[config.mk]
export PLATFORM = sky130hd
export DESIGN_NAME = sjs_exec
export DESIGN_NICKNAME = d
export VERILOG_FILES = /design/src/pkg/sjs_pkg.sv /design/src/verilog/sjs_exec.sv /design/src/verilog/sjs_sub_borrow.sv
export SDC_FILE = /design/constraint.sdc
export NUM_CORES = 1
export LEC_CHECK = 0
export CORE_MARGIN = 3
export CORE_UTILIZATION = 59
export CTS_CLUSTER_SIZE = 20
export DETAILED_ROUTE_END_ITERATION = 6
export DONT_BUFFER_PORTS = 1
export MAX_ROUTING_LAYER = met4
export PLACE_DENSITY = 0.88
export SETUP_SLACK_MARGIN = 0.15
export SLEW_MARGIN = 20
export SYNTH_ARGS = -nofsm -noshare
export SYNTH_HDL_FRONTEND = slang
export SYNTH_SLANG_ARGS = --single-unit
[constraint.sdc]
create_clock -name I_MCLK -period 2.46 [get_ports I_MCLK]
set_clock_uncertainty 0.1 [all_clocks]
set_input_delay 0.492 -clock I_MCLK [delete_from_list [all_inputs] [get_ports I_MCLK]]
set_output_delay 0.492 -clock I_MCLK [all_outputs]
set_load 0.1 [all_outputs]
[src/pkg/sjs_pkg.sv]
// Package of constants and types for the short jump and subtract execution block
package sjs_pkg;
  localparam int unsigned PC_W           = 16;        // Program counter width
  localparam int unsigned DATA_W         = 8;         // Accumulator and operand width
  localparam logic [15:0] PC_ADVANCE     = 16'h0002;  // Jump instruction length in bytes
  localparam logic [15:0] PC_RST         = 16'h0000;  // Program counter after reset
  localparam logic [7:0]  ACC_RST        = 8'h00;     // Accumulator after reset
  localparam logic        FLAG_RST       = 1'b0;      // Every flag after reset
  localparam int unsigned NIB_MSB        = 3;         // Top bit of the lower nibble
  localparam int unsigned BIT6_POS       = 6;         // Next-to-top bit position
  localparam int unsigned BIT7_POS       = 7;         // Top bit position
  localparam int          JUMP_BACK_MAX  = 128;       // Farthest reach before the jump
  localparam int          JUMP_FWD_MAX   = 127;       // Farthest reach after the jump

  // Source operand choice of the subtract
  typedef enum logic [3:0] {
    SJS_SRC_REG  = 4'h1,  // Working register
    SJS_SRC_DIR  = 4'h2,  // Direct address
    SJS_SRC_IND  = 4'h4,  // Register-indirect address
    SJS_SRC_IMM  = 4'h8   // Immediate byte
  } sjs_src_t;

  // One-hot execution state
  typedef enum logic [2:0] {
    SJS_ST_IDLE  = 3'h1,  // Waiting for an instruction
    SJS_ST_JUMP  = 3'h2,  // Jump result being presented
    SJS_ST_SUB   = 3'h4   // Subtract result being presented
  } sjs_state_t;
endpackage : sjs_pkg

[src/verilog/sjs_exec.sv]
// Execution unit for the short relative jump and the subtract with borrow
`timescale 1ns/1ps
module sjs_exec
  import sjs_pkg::*;
(
  input  wire logic        I_MCLK,         // Core clock
  input  wire logic        I_NRST,         // Asynchronous reset, active low
  input  wire logic        i_jump_go,      // Pulse: execute short jump
  input  wire logic [7:0]  i_jump_disp,    // Second instruction byte
  input  wire logic        i_sub_go,       // Pulse: execute subtract with borrow
  input  wire logic [3:0]  i_sub_mode,     // One-hot source addressing mode
  input  wire logic [7:0]  i_reg_val,      // Working register value
  input  wire logic [7:0]  i_dir_val,      // Byte read at direct address
  input  wire logic [7:0]  i_ind_val,      // Byte read through register pointer
  input  wire logic [7:0]  i_imm_val,      // Immediate byte
  output logic      [15:0] O_PC,           // Program counter
  output logic      [7:0]  O_ACC,          // Accumulator
  output logic             O_CARRY,        // Carry / borrow flag
  output logic             O_AUX_CARRY,    // Auxiliary carry flag
  output logic             O_OVERFLOW,     // Overflow flag
  output logic             O_DONE          // Pulse: result updated
);
  // Whole state of the unit
  typedef struct packed {
    sjs_state_t  st;      // Execution state
    logic [15:0] pc;      // Program counter
    logic [7:0]  acc;     // Accumulator
    logic        cy;      // Carry
    logic        ac;      // Auxiliary carry
    logic        ov;      // Overflow
    logic        done;    // Completion pulse
  } sjs_regs_t;

  sjs_regs_t s_r;    // Registered state
  sjs_regs_t s_nxt;  // Next state

  logic [7:0] src_byte;   // Selected subtrahend
  logic [7:0] diff;       // Arithmetic result
  logic       cy_out;     // New carry
  logic       ac_out;     // New auxiliary carry
  logic       ov_out;     // New overflow

  // Sign-extend a displacement; shared by the jump path and its check
  function automatic logic [15:0] sext_disp(input logic [7:0] d);
    sext_disp = {{8{d[7]}}, d};
  endfunction

  // Operand select; an unknown mode code reads as zero so no stale byte slips in
  always_comb begin
    case (i_sub_mode)
      SJS_SRC_REG: src_byte = i_reg_val;
      SJS_SRC_DIR: src_byte = i_dir_val;
      SJS_SRC_IND: src_byte = i_ind_val;
      SJS_SRC_IMM: src_byte = i_imm_val;
      default:     src_byte = 8'h00;
    endcase
  end

  // Arithmetic kept apart so the flags can be reused by other subtract forms
  sjs_sub_borrow u_sub (
    .i_acc   (s_r.acc),
    .i_src   (src_byte),
    .i_carry (s_r.cy),
    .o_diff  (diff),
    .o_carry (cy_out),
    .o_aux   (ac_out),
    .o_ovf   (ov_out)
  );

  // Next-state logic; jump wins if both strobes arrive together
  always_comb begin
    s_nxt      = s_r;
    s_nxt.done = 1'b0;
    s_nxt.st   = SJS_ST_IDLE;
    case (s_r.st)
      SJS_ST_IDLE, SJS_ST_JUMP, SJS_ST_SUB: begin
        if (i_jump_go) begin
          // Unconditional: no flag is looked at
          s_nxt.pc   = s_r.pc + PC_ADVANCE + sext_disp(i_jump_disp);
          s_nxt.st   = SJS_ST_JUMP;
          s_nxt.done = 1'b1;
        end else if (i_sub_go) begin
          s_nxt.acc  = diff;
          s_nxt.cy   = cy_out;
          s_nxt.ac   = ac_out;
          s_nxt.ov   = ov_out;
          s_nxt.st   = SJS_ST_SUB;
          s_nxt.done = 1'b1;
        end
      end
      default: begin
        s_nxt.st = SJS_ST_IDLE;
      end
    endcase
  end

  // State register
  always_ff @(posedge I_MCLK or negedge I_NRST) begin
    if (!I_NRST) begin
      s_r.st   <= SJS_ST_IDLE;
      s_r.pc   <= PC_RST;
      s_r.acc  <= ACC_RST;
      s_r.cy   <= FLAG_RST;
      s_r.ac   <= FLAG_RST;
      s_r.ov   <= FLAG_RST;
      s_r.done <= 1'b0;
    end else begin
      s_r <= s_nxt;
    end
  end

  // Outputs straight from the state flops
  assign O_PC        = s_r.pc;
  assign O_ACC       = s_r.acc;
  assign O_CARRY     = s_r.cy;
  assign O_AUX_CARRY = s_r.ac;
  assign O_OVERFLOW  = s_r.ov;
  assign O_DONE      = s_r.done;

  // Jump checks
  // The old PC is only reachable in clocked context, so the reach check forms its distance
  // inside the property itself rather than in a helper net

  jump_always_a: assert property (@(posedge I_MCLK) disable iff (!I_NRST)
    i_jump_go |=> (O_DONE && s_r.st == SJS_ST_JUMP))
    else $error("jump request not taken");

  jump_target_a: assert property (@(posedge I_MCLK) disable iff (!I_NRST)
    i_jump_go |=> (O_PC == $past(O_PC) + PC_ADVANCE + sext_disp($past(i_jump_disp))))
    else $error("jump target wrong");

  // Distance is taken modulo the PC width, so a jump across address zero still counts as near
  jump_reach_a: assert property (@(posedge I_MCLK) disable iff (!I_NRST)
    i_jump_go |=> ($signed(16'(O_PC - $past(O_PC))) >= -JUMP_BACK_MAX &&
                   $signed(16'(O_PC - $past(O_PC))) <= JUMP_FWD_MAX + 2))
    else $error("jump outside reach");

  sext_disp_a: assert property (@(posedge I_MCLK) disable iff (!I_NRST)
    (i_jump_go && i_jump_disp == 8'hfe) |=> $stable(O_PC))
    else $error("self loop displacement moved pc");

  // Subtract checks: expectations rebuilt from plain arithmetic, not from the flag unit
  sub_result_a: assert property (@(posedge I_MCLK) disable iff (!I_NRST)
    (i_sub_go && !i_jump_go) |=>
      ({O_CARRY, O_ACC} == ({1'b0, $past(O_ACC)} - {1'b0, $past(src_byte)} - {8'h00, $past(O_CARRY)})))
    else $error("subtract result wrong");

  sub_carry_a: assert property (@(posedge I_MCLK) disable iff (!I_NRST)
    (i_sub_go && !i_jump_go) |=>
      (O_CARRY == ({1'b0, $past(O_ACC)} < ({1'b0, $past(src_byte)} + {8'h00, $past(O_CARRY)}))))
    else $error("borrow flag wrong");

  sub_aux_a: assert property (@(posedge I_MCLK) disable iff (!I_NRST)
    (i_sub_go && !i_jump_go) |=>
      (O_AUX_CARRY == ({1'b0, $past(O_ACC[3:0])} < ({1'b0, $past(src_byte[3:0])} + {4'h0, $past(O_CARRY)}))))
    else $error("auxiliary flag wrong");

  sub_ovf_a: assert property (@(posedge I_MCLK) disable iff (!I_NRST)
    (i_sub_go && !i_jump_go) |=>
      (O_OVERFLOW == (($past(O_ACC[7]) != $past(src_byte[7])) && (O_ACC[7] != $past(O_ACC[7])))))
    else $error("overflow flag wrong");

  src_select_a: assert property (@(posedge I_MCLK) disable iff (!I_NRST)
    (i_sub_mode == SJS_SRC_IMM) |-> (src_byte == i_imm_val))
    else $error("immediate source not chosen");

  flags_hold_a: assert property (@(posedge I_MCLK) disable iff (!I_NRST)
    i_jump_go |=> ($stable(O_ACC) && $stable(O_CARRY) &&
                   $stable(O_AUX_CARRY) && $stable(O_OVERFLOW)))
    else $error("jump disturbed arithmetic state");

  // Each source mode picks its own byte; an invalid mode code picks zero
  src_reg_a: assert property (@(posedge I_MCLK) disable iff (!I_NRST)
    (i_sub_mode == SJS_SRC_REG) |-> (src_byte == i_reg_val))
    else $error("register source not chosen");

  src_dir_a: assert property (@(posedge I_MCLK) disable iff (!I_NRST)
    (i_sub_mode == SJS_SRC_DIR) |-> (src_byte == i_dir_val))
    else $error("direct source not chosen");

  src_ind_a: assert property (@(posedge I_MCLK) disable iff (!I_NRST)
    (i_sub_mode == SJS_SRC_IND) |-> (src_byte == i_ind_val))
    else $error("indirect source not chosen");

  src_bad_a: assert property (@(posedge I_MCLK) disable iff (!I_NRST)
    !$onehot(i_sub_mode) |-> (src_byte == 8'h00))
    else $error("invalid mode did not give zero operand");

  // Bookkeeping: done pulse, state code, and what an instruction must leave alone
  sub_done_a: assert property (@(posedge I_MCLK) disable iff (!I_NRST)
    (i_sub_go && !i_jump_go) |=> (O_DONE && s_r.st == SJS_ST_SUB))
    else $error("subtract request not taken");

  jump_first_a: assert property (@(posedge I_MCLK) disable iff (!I_NRST)
    (i_jump_go && i_sub_go) |=> (s_r.st == SJS_ST_JUMP && $stable(O_ACC)))
    else $error("subtract beat a jump");

  sub_pc_hold_a: assert property (@(posedge I_MCLK) disable iff (!I_NRST)
    (i_sub_go && !i_jump_go) |=> $stable(O_PC))
    else $error("subtract moved pc");

  // With no request the unit must not drift: nothing else loads these registers
  idle_hold_a: assert property (@(posedge I_MCLK) disable iff (!I_NRST)
    (!i_jump_go && !i_sub_go) |=> (!O_DONE && $stable(O_PC) && $stable(O_ACC) &&
                                   $stable(O_CARRY) && $stable(O_AUX_CARRY) && $stable(O_OVERFLOW)))
    else $error("state changed without request");

  done_state_a: assert property (@(posedge I_MCLK) disable iff (!I_NRST)
    O_DONE == (s_r.st != SJS_ST_IDLE))
    else $error("done pulse out of step with state");

  // A corrupted state code would silently fall into the default branch
  state_onehot_a: assert property (@(posedge I_MCLK) disable iff (!I_NRST)
    $onehot(s_r.st))
    else $error("state code not one-hot");
endmodule // sjs_exec

[src/verilog/sjs_sub_borrow.sv]
// Combinational subtract-with-borrow arithmetic and flag generation
`timescale 1ns/1ps
module sjs_sub_borrow
  import sjs_pkg::*;
(
  input  wire logic [7:0] i_acc,       // Minuend
  input  wire logic [7:0] i_src,       // Subtrahend
  input  wire logic       i_carry,     // Incoming borrow
  output logic      [7:0] o_diff,      // Difference
  output logic            o_carry,     // Borrow out of bit 7
  output logic            o_aux,       // Borrow out of bit 3
  output logic            o_ovf        // Signed overflow
);
  logic [4:0] low_sum;   // Low nibble with borrow
  logic [7:0] low7_sum;  // Bits 6:0 with borrow out in bit 7
  logic [8:0] full_sum;  // Full width with borrow in bit 8

  // Widened differences expose each borrow in their top bit
  always_comb begin
    low_sum  = {1'b0, i_acc[NIB_MSB:0]} - {1'b0, i_src[NIB_MSB:0]} - {4'h0, i_carry};
    low7_sum = {1'b0, i_acc[BIT6_POS:0]} - {1'b0, i_src[BIT6_POS:0]} - {7'h00, i_carry};
    full_sum = {1'b0, i_acc} - {1'b0, i_src} - {8'h00, i_carry};
    o_diff   = full_sum[7:0];
    o_carry  = full_sum[8];
    o_aux    = low_sum[4];
    // Borrow into bit 7 differs from borrow out of bit 7
    o_ovf    = low7_sum[BIT7_POS] ^ full_sum[8];
  end
endmodule // sjs_sub_borrow
==> impl_metrics.toml <==
[setup_path]
regToRegEndpoint = "O_PC[13]"
r2r_start = "O_PC[1]"
crit_arrival_ps = 2990
path_class = "in2reg"
start_kind = "input port"
critPathRequiredTime_ps = 2530
r2r_cells = 14
rrSetupSlack_ps = -300
crit_path_max_fanout = 8
crit_path_end = "O_OVERFLOW"
critPathCaptureType = "flop"
crit_start = "i_sub_mode[1]"

[timing]
final.period_utilization_pct = 119
fin_setup_tns_ps = -3910
setup_viol = 17
rsz0062_at_grt = "true"
worst_slew_pin_slew_ps = 454
final_hold_viol_count = 0
fmax_ghz = 0.342
finalWorstPathRequiredPeriod_ps = 2920
slew_headroom_pct = 69.6
drv_slew = 0
fin_ws_ps = -463

[clock_tree]
clk_latency_ps = 310
clkSlewWorstSetupHoldPaths_ps = 60
clk_root_buffer_cell = "clkbuf_8"
htreeDepth = 2
clock_sinks = 31
cts_buffers = 5
tritoncts = "yes"
clockBufferDepth = 2

[floorplan]
die_w_um = 78.7
io_pins = 76
start_util_pct = 63.5
rows = 25
dieArea_um2 = 6200
fp.coreArea_um2 = 4910
die_h_um = 78.7

[layout]
fin_nets = 526
final_cell_mix = "buf_4, nand2_1, dfrtp_1"
diodes = 0
layout_commonest_cell = "buf_4"
area_growth_pct = 37.4
drive_gt1_share_pct = 42.3
fillCellCount = 226

[global_route]
gr-total-overflow = 0
grt_max_degree = 32
grt_pass1_vias = 3253
grt_use_total_pct = 33.3
antenna_found_initial = 0
grt_pass1_wl_um = 15700

[synthesis]
synthArstFlopShare_pct = 100
synth_ff_type = "dfrtp_1"
synth.avg_cell_area_um2 = 8.36
synth_top_area_share_pct = 24.1
yosysTopAreaCell = "dfrtp_1"
yosysWarnings = 0
mappedNetlistNets = 467
synth_edf_count = 0
netlist_instances = 373
synth.area.top_cells = "dfrtp_1, ha_1, buf_4"
syn_area_um2 = 3120
ys_ff_latch = 31
ys_seq_area_share_pct = 24.9
yosysUniqueCellTypes = 60

[route]
vias = 3368
drt_wl_total_um = 12000
drtIter0Drc = 447
vias_per_cell = 6.74
wire_per_inst_um = 24.0
postRouteAntennaNets = 0
firstDrtPassIters = 6
remaining_drc_errors = 0

[outcome]
outcome = "finished with violations"
violations = "negative setup slack"

[worst_hold_path]
hold_class = "in2reg"

[place]
gp_congestion = 0.834
hpwlAfterDp_um = 6140
io_buffers = 0

[flow_run]
maxCapViolations = 0
## synth_stat cells (4+ instances only)
library cell  number
ha_1              43
nor2b_1            4
a21oi_1           23
xnor2_1            5
o21a_1             7
nor2_1            21
buf_4             24
nand3_1            5
a22oi_1            8
o21ai_0           24
dfrtp_1           30
o21ai_1           16
inv_1             31
nand2_1           43
clkbuf_1           8
xor2_1            11
buf_2              4
## layer usage
metal	wire length, um	part of all wire (%)	up-vias	global-route usage [%]
li1	-	-	1401	-
met1	4290	36	1555	36.2
met2	5690	47	304	57.0
met3	1130	9.4	108	6.80
met4	876	7.3	0	18.4
met5	0	0	-	-
## kinds of logic after synthesis
group,synth area share (%)
DFF,24.9
AOI/OAI and AO/OA,23.3
and+or+nand+nor,15.8
buffers and inverters,11.6
muxes,0.682
xor gates and xnor gates,4.49
adders and majority gates,19.2
## registers in the layout, indices dropped and copies added, names as in the netlist
signal       cells
O_CARRY          1
s_r              3
O_OVERFLOW       1
O_DONE           1
O_ACC            8
O_PC            16
O_AUX_CARRY      1
## layout make-up
type | instances | area, um2 | share of cell area, %
multi-input cells | 273 | 2470 | 57.7
flip-flops and latches | 31 | 777 | 18.1
repair buffers | 89 | 706 | 16.5
inverters | 32 | 130 | 3.04
well taps | 67 | 83.8 | 1.96
clock buffers | 6 | 82.6 | 1.93
clock inverters | 2 | 35.0 | 0.817
## worst max-delay path, cell delays in order
cell and delay [ps]:
nor2b_4 110, buf_6 130, a22oi_2 190, o32a_1 180, o21ai_1 80, ha_1 280, inv_1 40, ha_2 210
or3_4 360, o22ai_4 240, nor3_2 70, a311oi_2 310, xor2_1 210, o21ai_1 90
## worst min path at each step
stage,startpoint,endpoint,slack [ps],cells after the start
5_1_grt,i_sub_go,O_DONE,260,1
2_1_floorplan,I_NRST,O_ACC[0],100,0
6_report,i_sub_go,O_DONE,240,1
3_5_place_dp,I_NRST,O_PC[3],100,0
3_3_place_gp,I_NRST,O_PC[3],100,0
4_1_cts,i_sub_go,O_DONE,260,1
## through the flow
stage | util (%) | hold slack [ps] | std cells | worst slack, ps | area (um2)
final | 87.3 | 245 | 500 | -463 | 4290
after global routing | 87.3 | 261 | 500 | -652 | 4290
after CTS | 82.8 | 256 | 493 | -291 | 4070
after detailed placement | 75.9 | 97.1 | 478 | -661 | 3730
after global placement | 75.9 | 97.1 | 478 | -577 | 3730
after floorplan | - | 96.4 | 373 | -484 | 3340
## timing repair
action | in CTS | in global routing
pin swaps | 27 | 29
setup endpoints to repair | 16 | 16
buffers inserted | 5 | 7
endpoints found under the hold margin | 31 | 0
resized for setup | 30 | 34
hold buffers | 2 | 0
cloned | 0 | 0
Power is not shown: default switching activity piles up to over one toggle a cycle in this logic, so the estimate is an artifact.
